--- config.mk ---
export PLATFORM = sky130hd
export DESIGN_NAME = tmw_timer
export DESIGN_NICKNAME = d
export VERILOG_FILES = /design/src/include/tmw_pkg.sv /design/src/rtl/tmw_timer.sv
export VERILOG_INCLUDE_DIRS = /design/src /design/src/include
export SDC_FILE = /design/constraint.sdc
export NUM_CORES = 1
export LEC_CHECK = 0
export BUFFER_PORTS_ARGS = -buffer_cell sky130_fd_sc_hd__buf_2
export CAP_MARGIN = 20
export CORE_ASPECT_RATIO = 1.1
export CORE_MARGIN = 4
export CORE_UTILIZATION = 49
export DETAILED_ROUTE_END_ITERATION = 8
export HOLD_SLACK_MARGIN = 0.03
export PLACE_DENSITY_LB_ADDON = 0.12
export SETUP_SLACK_MARGIN = 0.05
export SYNTH_ARGS = -nofsm -noshare
export SYNTH_HDL_FRONTEND = slang
export SYNTH_SLANG_ARGS = --single-unit
--- constraint.sdc ---
create_clock -name clk -period 2.1 [get_ports clk]
set_input_delay 0.105 -clock clk [delete_from_list [all_inputs] [get_ports clk]]
set_output_delay 0.105 -clock clk [all_outputs]
set_load 0.05 [all_outputs]
--- src/include/tmw_defs.svh ---
// Purpose: Constants for the 8-bit waveform timer (register map, fields, resets).
// Assumes: APB word addressing, 32-bit data, registers in the low byte.
// Notes: Notes on behaviour follow.
// Notes on behaviour
// - Force strobe acts only in normal or clear-on-compare mode.
// - Force strobe makes an immediate match; output follows compare mode field.
// - Forced match sets no compare flag and never clears the counter.
// - Force strobe is not stored and reads back as zero.
// - Mode field in control bits 6 and 3 picks count, top, waveform.
// - Top is 0xff except compare value in mode 2; buffered compare in PWM.
// - Nonzero compare mode takes the pin; driver still needs direction bit.
// - Non-PWM: 0 off, 1 toggle, 2 clear, 3 set on match.
// - Fast PWM: 2 clear on match set at top; 3 the reverse.
// - Phase correct: 2 clear on up match, set on down match; 3 reverse.
// - PWM with compare equal top and upper bit set: act at top.
// - Clock select: 0 stops, 1..7 divide by 1,8,32,64,128,256,1024.
// - Counter register readable and writable at any time.
// - Counter write blocks the compare match on the next timer clock.
// - Compare register continuously compared; match sets flag or drives pin.
// - Timer clock is a clock enable qualifying the system clock.
// - Clear-on-compare counts up to compare then clears; wraps if below.
// - Phase correct counts up to max, holds one clock, then down.
// - Fast PWM counts to max then clears on the next timer clock.
`ifndef TMW_DEFS_SVH
`define TMW_DEFS_SVH
`define TMW_ADDR_CONTROL 12'h000
`define TMW_ADDR_COUNTER 12'h004
`define TMW_ADDR_COMPARE 12'h008
`define TMW_ADDR_FLAGS 12'h00c
`define TMW_ADDR_PIN_DIR 12'h010
`define TMW_BIT_FORCE 7
`define TMW_BIT_WGM0 6
`define TMW_BIT_COM1 5
`define TMW_BIT_COM0 4
`define TMW_BIT_WGM1 3
`define TMW_BIT_FLAG_CMP 1
`define TMW_BIT_FLAG_OVF 0
`define TMW_CONTROL_RESET 8'h00
`define TMW_COUNTER_RESET 8'h00
`define TMW_COMPARE_RESET 8'h00
`define TMW_MAX 8'hff
`define TMW_BOTTOM 8'h00
`define TMW_PRE_WIDTH 10
`endif

--- src/include/tmw_pkg.sv ---
// Purpose: Types for the 8-bit waveform timer.
// Assumes: tmw_defs.svh holds the numeric constants.
// Notes: Mode encodings follow the two-bit mode field value.
package tmw_pkg;
    typedef enum logic [1:0] {
        TMW_NORMAL,
        TMW_PHASE_PWM,
        TMW_CTC,
        TMW_FAST_PWM
    } tmw_mode_e;
    typedef struct packed {
        logic [1:0] compare_out_mode;
        logic [2:0] clock_sel;
    } tmw_ctrl_s;
endpackage

--- src/rtl/tmw_timer.sv ---
// Purpose: 8-bit timer with compare unit, four waveform modes and APB registers.
// Assumes: Single 100 MHz clock; prescaler source is clk itself (synchronous mode).
// Notes: Flags register is write-one-to-clear; set beats clear.
//
// Design decisions made here: register access over APB and the register offsets.
`timescale 1ns/10ps
`include "tmw_defs.svh"
module tmw_timer (
    input wire logic clk,
    input wire logic rst,
    input wire logic psel,
    input wire logic penable,
    input wire logic pwrite,
    input wire logic [11:0] paddr,
    input wire logic [31:0] pwdata,
    input wire logic [3:0] pstrb,
    output logic [31:0] prdata,
    output logic pready,
    output logic pslverr,
    output logic compare_output_pin,
    output logic compare_output_oe,
    output logic compare_output_override
);
    tmw_pkg::tmw_mode_e wave_mode_sel;
    tmw_pkg::tmw_ctrl_s ctrl;
    logic [7:0] counter_value;
    logic [7:0] compare_value;
    logic [7:0] compare_buf;
    logic pin_dir;
    logic compare_flag;
    logic overflow_flag;
    logic wave_out;
    logic count_down;
    logic block_match;
    logic cmp_pending;
    logic ovf_pending;
    logic [`TMW_PRE_WIDTH-1:0] pre_cnt;
    logic timer_clock_enable;
    logic [`TMW_PRE_WIDTH-1:0] pre_mask;
    logic [7:0] top;
    logic at_top;
    logic is_pwm;
    logic match;
    logic special_top;
    logic wr_en;
    logic rd_en;
    logic wr_ctrl;
    logic wr_cnt;
    logic force_strobe;
    logic [7:0] next_count;
    logic next_down;
    logic next_wave;
    logic ovf_event;
    logic [7:0] control_read;

    // APB decode; every access completes with zero wait states
    assign wr_en = psel && penable && pwrite && pstrb[0];
    assign rd_en = psel && !penable && !pwrite;
    assign wr_ctrl = wr_en && (paddr == `TMW_ADDR_CONTROL);
    assign wr_cnt = wr_en && (paddr == `TMW_ADDR_COUNTER);
    assign is_pwm = (wave_mode_sel == tmw_pkg::TMW_PHASE_PWM) || (wave_mode_sel == tmw_pkg::TMW_FAST_PWM);
    // Strobe is honoured only when the mode being written is not PWM; both PWM
    // modes have the low mode bit set, so that bit alone decides
    assign force_strobe = wr_ctrl && pwdata[`TMW_BIT_FORCE] && !pwdata[`TMW_BIT_WGM0];
    // Strobe bit reads as zero: it is never stored
    assign control_read = {1'b0, wave_mode_sel[0], ctrl.compare_out_mode,
                           wave_mode_sel[1], ctrl.clock_sel};

    // Prescaler tap: one-cycle enable every N clocks
    always_comb begin
        case (ctrl.clock_sel)
            3'h1: pre_mask = 10'h000;
            3'h2: pre_mask = 10'h007;
            3'h3: pre_mask = 10'h01f;
            3'h4: pre_mask = 10'h03f;
            3'h5: pre_mask = 10'h07f;
            3'h6: pre_mask = 10'h0ff;
            3'h7: pre_mask = 10'h3ff;
            default: pre_mask = 10'h000;
        endcase
    end
    // Free-running prescaler shared by all taps, so a tap change does not reset phase
    always_ff @(posedge clk) begin
        if (rst) begin
            pre_cnt <= '0;
        end else begin
            pre_cnt <= pre_cnt + 10'h001;
        end
    end
    assign timer_clock_enable = (ctrl.clock_sel != 3'h0) && ((pre_cnt & pre_mask) == pre_mask);

    // TOP source and compare conditions
    assign top = (wave_mode_sel == tmw_pkg::TMW_CTC) ? compare_value : `TMW_MAX;
    assign at_top = (counter_value == top);
    assign match = (counter_value == compare_value) && !block_match;
    assign special_top = is_pwm && ctrl.compare_out_mode[1] && (compare_value == `TMW_MAX);

    // Count sequence per mode
    always_comb begin
        next_count = counter_value + 8'h01;
        next_down = count_down;
        ovf_event = 1'b0;
        case (wave_mode_sel)
            tmw_pkg::TMW_NORMAL: begin
                ovf_event = (counter_value == `TMW_MAX);
            end
            tmw_pkg::TMW_CTC: begin
                // Counter above compare wraps through max before matching;
                // a counter write suppresses this clear like any other match
                if (at_top && !block_match) begin
                    next_count = `TMW_BOTTOM;
                end
                ovf_event = (counter_value == `TMW_MAX);
            end
            tmw_pkg::TMW_FAST_PWM: begin
                ovf_event = (counter_value == `TMW_MAX);
            end
            tmw_pkg::TMW_PHASE_PWM: begin
                // Holds max for one timer clock by turning there
                if (count_down) begin
                    next_count = counter_value - 8'h01;
                    if (counter_value == `TMW_BOTTOM) begin
                        next_count = counter_value + 8'h01;
                        next_down = 1'b0;
                    end
                end else if (counter_value == `TMW_MAX) begin
                    next_count = counter_value - 8'h01;
                    next_down = 1'b1;
                end
                if (counter_value == `TMW_MAX) begin
                    next_count = `TMW_MAX - 8'h01;
                end
                ovf_event = (counter_value == `TMW_BOTTOM) && count_down;
            end
            default: begin
                next_count = counter_value + 8'h01;
            end
        endcase
    end

    // Counter, direction and match blocking
    always_ff @(posedge clk) begin
        if (rst) begin
            counter_value <= `TMW_COUNTER_RESET;
            count_down <= 1'b0;
            block_match <= 1'b0;
        end else if (wr_cnt) begin
            counter_value <= pwdata[7:0];
            block_match <= 1'b1;
        end else if (timer_clock_enable) begin
            counter_value <= next_count;
            count_down <= next_down;
            block_match <= 1'b0;
        end
    end

    // Compare register: software view and the active copy, buffered at top in PWM
    always_ff @(posedge clk) begin
        if (rst) begin
            compare_buf <= `TMW_COMPARE_RESET;
            compare_value <= `TMW_COMPARE_RESET;
        end else begin
            if (wr_en && (paddr == `TMW_ADDR_COMPARE)) begin
                compare_buf <= pwdata[7:0];
            end
            if (!is_pwm) begin
                compare_value <= (wr_en && (paddr == `TMW_ADDR_COMPARE)) ? pwdata[7:0] : compare_buf;
            end else if (timer_clock_enable && (counter_value == `TMW_MAX)) begin
                compare_value <= compare_buf;
            end
        end
    end

    // Waveform generator; PWM actions decided on the timer clock
    always_comb begin
        next_wave = wave_out;
        if (force_strobe) begin
            // The compare mode written together with the strobe decides its effect
            case (pwdata[`TMW_BIT_COM1:`TMW_BIT_COM0])
                2'h1: next_wave = !wave_out;
                2'h2: next_wave = 1'b0;
                2'h3: next_wave = 1'b1;
                default: next_wave = wave_out;
            endcase
        end else if (timer_clock_enable) begin
            case (wave_mode_sel)
                tmw_pkg::TMW_FAST_PWM: begin
                    if (special_top) begin
                        if (counter_value == `TMW_MAX) begin
                            next_wave = !ctrl.compare_out_mode[0];
                        end
                    end else if (ctrl.compare_out_mode[1] && match) begin
                        next_wave = ctrl.compare_out_mode[0];
                    end else if (ctrl.compare_out_mode[1] && counter_value == `TMW_MAX) begin
                        next_wave = !ctrl.compare_out_mode[0];
                    end
                end
                tmw_pkg::TMW_PHASE_PWM: begin
                    if (special_top) begin
                        if (counter_value == `TMW_MAX) begin
                            next_wave = !ctrl.compare_out_mode[0];
                        end
                    end else if (ctrl.compare_out_mode[1] && match) begin
                        next_wave = count_down ? !ctrl.compare_out_mode[0] : ctrl.compare_out_mode[0];
                    end
                end
                default: begin
                    if (match) begin
                        case (ctrl.compare_out_mode)
                            2'h1: next_wave = !wave_out;
                            2'h2: next_wave = 1'b0;
                            2'h3: next_wave = 1'b1;
                            default: next_wave = wave_out;
                        endcase
                    end
                end
            endcase
        end
    end

    // Output latch and pin drive; override and enable come from flops
    always_ff @(posedge clk) begin
        if (rst) begin
            wave_out <= 1'b0;
            compare_output_pin <= 1'b0;
            compare_output_oe <= 1'b0;
            compare_output_override <= 1'b0;
        end else begin
            wave_out <= next_wave;
            compare_output_pin <= next_wave;
            compare_output_override <= (ctrl.compare_out_mode != 2'h0);
            compare_output_oe <= (ctrl.compare_out_mode != 2'h0) && pin_dir;
        end
    end

    // Control register; strobe bit is consumed, never held
    always_ff @(posedge clk) begin
        if (rst) begin
            wave_mode_sel <= tmw_pkg::TMW_NORMAL;
            ctrl <= '0;
            pin_dir <= 1'b0;
        end else begin
            if (wr_ctrl) begin
                wave_mode_sel <= tmw_pkg::tmw_mode_e'({pwdata[`TMW_BIT_WGM1], pwdata[`TMW_BIT_WGM0]});
                ctrl.compare_out_mode <= pwdata[`TMW_BIT_COM1:`TMW_BIT_COM0];
                ctrl.clock_sel <= pwdata[2:0];
            end
            if (wr_en && (paddr == `TMW_ADDR_PIN_DIR)) begin
                pin_dir <= pwdata[0];
            end
        end
    end

    // Flags: raised one enabled cycle after the condition; forced match never counts
    always_ff @(posedge clk) begin
        if (rst) begin
            cmp_pending <= 1'b0;
            ovf_pending <= 1'b0;
            compare_flag <= 1'b0;
            overflow_flag <= 1'b0;
        end else begin
            if (timer_clock_enable) begin
                cmp_pending <= match;
                ovf_pending <= ovf_event;
            end
            if (timer_clock_enable && cmp_pending) begin
                compare_flag <= 1'b1;
            end else if (wr_en && (paddr == `TMW_ADDR_FLAGS) && pwdata[`TMW_BIT_FLAG_CMP]) begin
                compare_flag <= 1'b0;
            end
            if (timer_clock_enable && ovf_pending) begin
                overflow_flag <= 1'b1;
            end else if (wr_en && (paddr == `TMW_ADDR_FLAGS) && pwdata[`TMW_BIT_FLAG_OVF]) begin
                overflow_flag <= 1'b0;
            end
        end
    end

    // APB read data captured in setup, ready in access; unmapped reads zero with error
    always_ff @(posedge clk) begin
        if (rst) begin
            prdata <= 32'h0000_0000;
            pready <= 1'b0;
            pslverr <= 1'b0;
        end else begin
            pready <= psel && !penable;
            pslverr <= psel && !penable && !(paddr == `TMW_ADDR_CONTROL || paddr == `TMW_ADDR_COUNTER ||
                       paddr == `TMW_ADDR_COMPARE || paddr == `TMW_ADDR_FLAGS || paddr == `TMW_ADDR_PIN_DIR);
            if (rd_en) begin
                case (paddr)
                    `TMW_ADDR_CONTROL: prdata <= {24'h000000, control_read};
                    `TMW_ADDR_COUNTER: prdata <= {24'h000000, counter_value};
                    `TMW_ADDR_COMPARE: prdata <= {24'h000000, compare_buf};
                    `TMW_ADDR_FLAGS: prdata <= {30'h00000000, compare_flag, overflow_flag};
                    `TMW_ADDR_PIN_DIR: prdata <= {31'h00000000, pin_dir};
                    default: prdata <= 32'h0000_0000;
                endcase
            end else if (psel && !penable) begin
                // Writes answer with zero data, so no stale read value stands beside pready
                prdata <= 32'h0000_0000;
            end
        end
    end
endmodule

== Yosys cells after proc, flatten, opt, wreduce, memory -nomap -nowiden ==
Cells that the tools add are included.

* Flip-flop bits (word level): 85
* Input port bits: 53
* Output and inout port bits: 37

* Add/sub/neg operators: 3
* Eq/ne operators: 28
* Multiplexer cells: 38
* Bitwise operators: 2
* Reduce and logical (&&, ||, !) cells: 54

{| class="wikitable"
|+ Operators with widths
! kind !! number
|-
| $mux 8 || 10
|-
| $mux 32 || 2
|-
| $pmux 10 s6 || 1
|-
| $pmux 8 s5 || 1
|-
| $logic_and 1x1->1 || 27
|-
| $eq 12x4->1 const B || 2
|-
| $mux 1 || 19
|-
| $eq 8x8->1 || 2
|-
| $eq 8x8->1 const B || 2
|-
| $pmux 8 s2 || 1
|-
| $eq 12x3->1 const B || 1
|-
| $eq 12x5->1 const B || 1
|-
| $eq 2x2->1 const B || 6
|-
| $eq 3x3->1 const B || 4
|-
| $logic_not 12->1 || 1
|-
| $reduce_bool 2->1 || 6
|-
| $add 10x1->10 const B || 1
|-
| $and 10x10->10 || 1
|-
| $eq 10x10->1 || 1
|-
| $add 8x1->8 const B || 1
|-
| $logic_not 8->1 || 1
|-
| $sub 8x1->8 const B || 1
|-
| $logic_not 1->1 || 7
|-
| $eq 2x1->1 const B || 3
|-
| 16 further kinds || 23
|}

== Longest topological paths before layout ==
* Word-level depth: 8
* Mapped depth: 9
* Depth with buffers taken out: 8

== Worst setup path before layout ==
No wires, ideal clock.

* Path kind: register to register
* From: reg counter_value[4]
* To: reg wave_out
* Arrival time: 2.030 ns
* Data required time: 2.012 ns
* Slack: -0.018 ns
* Cell stages (with the launch flop): 8
* Period minus slack after synthesis: 2.118 ns
* Cells stage by stage: dfxtp_1 clkbuf_1 xnor2_1 nand3_1 o41a_1 or3_1 o211a_1 a311oi_2

* Longest elaborated chain between the ends: 8
* Elaborated cells on any way between the ends: 16
* Classes of those cells: eq/ne: 4; mux: 7; reduce/logical: 5

{| class="wikitable"
|+ RTL lines
! what !! line !! RTL
|-
| from (decl) || tmw_timer.sv:26 || <nowiki>logic [7:0] counter_value;</nowiki>
|-
| from (signal assigned) || tmw_timer.sv:144 || <nowiki>counter_value <= `TMW_COUNTER_RESET;</nowiki>
|-
| from (signal assigned) || tmw_timer.sv:148 || <nowiki>counter_value <= pwdata[7:0];</nowiki>
|-
| from (signal assigned) || tmw_timer.sv:151 || <nowiki>counter_value <= next_count;</nowiki>
|-
| $eq 8x8->1 || tmw_timer.sv:95 || <nowiki>assign match = (counter_value == compare_value) && !block_match;</nowiki>
|-
| $logic_and 1x1->1 || tmw_timer.sv:95 ||
|-
| $logic_and 1x1->1 || tmw_timer.sv:192, tmw_timer.sv:203 ||
|-
| $mux 1 || tmw_timer.sv:192 || <nowiki>end else if (ctrl.compare_out_mode[1] && match) begin</nowiki>
|-
| $mux 1 || tmw_timer.sv:188 || <nowiki>if (special_top) begin</nowiki>
|-
| $pmux 1 s2 || tmw_timer.sv:186 || <nowiki>case (wave_mode_sel)</nowiki>
|-
| $mux 1 || tmw_timer.sv:185 || <nowiki>end else if (timer_clock_enable) begin</nowiki>
|-
| $mux 1 || tmw_timer.sv:177 || <nowiki>if (force_strobe) begin</nowiki>
|-
| to (signal assigned) || tmw_timer.sv:229 || <nowiki>wave_out <= next_wave;</nowiki>
|-
| to (decl) || tmw_timer.sv:32 || <nowiki>logic wave_out;</nowiki>
|}

Parallel ways exist; a longest one is shown, timed or not. The select of a mux whose other input is x is not followed.
A chain may end at the register's enable or synchronous reset.

== Worst setup path after layout ==
* From: reg counter_value[4]
* To: reg counter_value[2]

* Longest elaborated chain between the ends: 7
* Elaborated cells on any way between the ends: 11
* Classes of those cells: eq/ne: 2; mux: 7; reduce/logical: 2

{| class="wikitable"
|+ RTL lines
! what !! line !! RTL
|-
| $logic_not 8->1 (no source line) || - ||
|-
| $mux 8 || tmw_timer.sv:122 || <nowiki>if (counter_value == `TMW_BOTTOM) begin</nowiki>
|-
| $mux 8 || tmw_timer.sv:120 || <nowiki>if (count_down) begin</nowiki>
|-
| $mux 8 || tmw_timer.sv:130 || <nowiki>if (counter_value == `TMW_MAX) begin</nowiki>
|-
| $pmux 8 s2 (*) || tmw_timer.sv:103 || <nowiki>case (wave_mode_sel)</nowiki>
|-
| $mux 8 (*) || tmw_timer.sv:150 || <nowiki>end else if (timer_clock_enable) begin</nowiki>
|-
| $mux 8 (*) || tmw_timer.sv:147 || <nowiki>end else if (wr_cnt) begin</nowiki>
|}

Every way passes the cells marked *; elsewhere a longest branch is shown, timed or not. The select of a mux whose other input is x is not followed.

==> metrics.yaml <==
status: "completed"
hold_class: "input pin to register"
seq_area_um2: 1240
relSlewSlack_pct: 60.12
synthDistinctLibCells: 60
fin_crit_sh_pct: 98.14
insertion_delay_ps: 350
grt_overflow_total: 0
dieArea_um2: 8984
dpl-instance-area_um2: 4287
io_buffers: 38
synth_edf_count: 0
core_region_area_um2: 7167
dp_hpwl_um: 8346
die_h_um: 99.01
async_flop_share_pct: 0
boundaryPins: 90
drc_errors: 0
power.density_nw_per_um2: 564.1
antenna_cells: 0
hold_viol_final: 0
gp_congestion: 0.9019
syn_area_um2: 3690
multi_input_comb_area_um2: 2330
drtIter0Drc: 351
period_needed_ps: 2061
ys_ff_latch: 61
ant_nets: 0
drtPass1Iterations: 9
area_growth_pct: 27.70
grt_pass1_vias: 3571
grtUsageTotal_pct: 24.88
startpoint_type: "register"
fmax_mhz: 485.2
cts-buffers-inserted: 9
cts_htree_levels: 3
post_drt_wl_per_cell_um: 17.51
cts_tree: "done"
yosysWarningCount: 0
clock_sinks: 61
root_buffer: "clkbuf_8"
syn_inst: 462
critPathKind: "register to register"
worstPathArrival_ps: 2260
cap_viol_max_count: 0
grt_max_degree: 32
worst_path_max_delay_cell: "a222oi_1"
endpoint_kind: "register"
initial_core_util_pct: 51.48
vias_per_cell: 5.855
tightest_slew_ps: 598.2
layout-drive-gt1-share_pct: 30.63
most-common-layout-cells: "buf_4, dfxtp_1, nor2_1"
yosysSeqAreaShare_pct: 33.10
crit_buf_inv: 3
crit_chain: "buf_12 > nor4_2 > buf_4 > a31o_2 > buf_6 > o31ai_1 > a222oi_1 > a21oi_1"
fin_nets: 612
num_vias: 3747
required_ps: 2300
slew_viol_final: 0
dpl.cell_count: 619
leakage_nw: 1.893
die_x_um: 90.74
slowest_delay_ps: 480
critical-path-top-delay-family: "compound AO/OA/AOI/OAI gates"
final_area_um2: 4712
final_cell_count_no_fill: 640
fin_util_pct: 65.75
synthFlopType: "dfxtp_1"
routed_wl_um: 11210
peakVddDrop_mv: 0.4452
fin_worst_skew_ps: 13.59
antenna_found_initial: 0
final-setup-viol-count: 0
cp_max_fo: 9
path_clk_slew_ps: 80
cts.path.max_buffers: 2
synth.avg_cell_area_um2: 7.987
grt_pass1_wl_um: 17970
fillers: 639
final_common_cell: "buf_4"
row_count: 32
rsz0062_at_grt: "yes"
[repair_timing]
| item | CTS | global route |
|---|---|---|
| gates cloned | 0 | 0 |
| hold buffers | 0 | 0 |
| endpoints found under the setup margin | 5 | 18 |
| resized for setup | 6 | 40 |
| pin swaps | 2 | 7 |
| setup buffers | 2 | 3 |
[registers in the layout, indices dropped and copies added (netlist names), 2 cells and up]
| signal | cells |
|---|---|
| prdata | 8 |
| compare_buf | 8 |
| pre_cnt | 10 |
| compare_value | 8 |
| counter_value | 8 |
| wave_mode_sel | 2 |
| control_read | 5 |
[cell families (layout without fill, tap and decap cells)]
group | count (synthesis) | in the layout | share of synthesized area, %
buffers and inverters | 69 | 139 | 9.528
AOI/OAI and AO/OA | 114 | 114 | 20.45
xor gates and xnor gates | 24 | 24 | 5.697
DFF | 61 | 61 | 33.10
and+or+nand+nor | 171 | 171 | 24.45
muxes | 13 | 13 | 3.628
other | 1 | 24 | 0.1016
adders and majority gates | 9 | 9 | 3.052
[Yosys cell counts, drive strengths merged (5+ instances only)]
master,instances,area (µm²)
a21oi,27,135.1
a221oi,5,43.79
a222oi,6,60.06
a22oi,5,37.54
a311oi,7,67.56
and2,8,50.05
buf,26,188.9
clkbuf,27,102.6
dfxtp,61,1221
ha,9,112.6
inv,16,60.06
mux2i,10,100.1
nand2,36,135.1
nand2b,10,62.56
nand3,13,65.06
nand4,8,50.05
nor2,44,165.2
nor3,21,115.1
nor4,7,65.06
o21ai,34,170.2
or3,6,37.54
xnor2,14,122.6
xor2,10,87.58
[final timing paths]
| path | slack (ps) | cells after the start | startpoint | endpoint |
|---|---|---|---|---|
| setup / recovery | 40 | 8 | counter_value[4] | counter_value[2] |
| hold / removal | 30 | 3 | pwdata[0] | control_read[0] |
| setup reg to reg | 40 | 8 | counter_value[4] | counter_value[2] |
| hold reg to reg | 450 | 1 | pre_cnt[0] | pre_cnt[0] |
[routing by layer]
metal | vias up | GRT usage [%] | wire [µm]
met4 | 0 | 9.069 | 236
met1 | 1775 | 32.03 | 4693
met5 | - | 0 | 0
li1 | 1790 | - | -
met3 | 20 | 3.435 | 715
met2 | 162 | 42.44 | 5562
[area by class of cell]
type                            count  area share, %
Multi-Input combinational cell    355          49.44
Timing Repair Buffer              107          15.99
Tap cell                           85          2.257
Sequential cell                    61          26.31
Clock buffer                        9          2.629
Inverter                           16          1.275
Clock inverter                      7          2.098
[report_power, final]
part	switching [W]	total [W]	internal [W]
sequential	0.0000117	0.00118	0.00117
clock	0.000507	0.00118	0.000674
combinational	0.000209	0.000298	0.0000890
[through the flow]
step / setup TNS, ps / worst slack, ps / hold slack (ps) / power [W]
after floorplan: 0 / 35.23 / 241.0 / 0.001425
after global placement: -724.8 / -189.6 / 388.6 / 0.001485
after detailed placement: -966.0 / -244.8 / 390.0 / 0.001487
after CTS: 0 / 57.26 / 33.17 / 0.002659
after global routing: -1.314 / -1.314 / 38.63 / 0.002747
final: 0 / 39.08 / 34.53 / 0.002658
[tightest hold or removal path, stage by stage]
cell	delay (ps)
buf_2	120
nand2_1	50
a21oi_1	50
No activity file was read; power rests on OpenSTA's default activity.
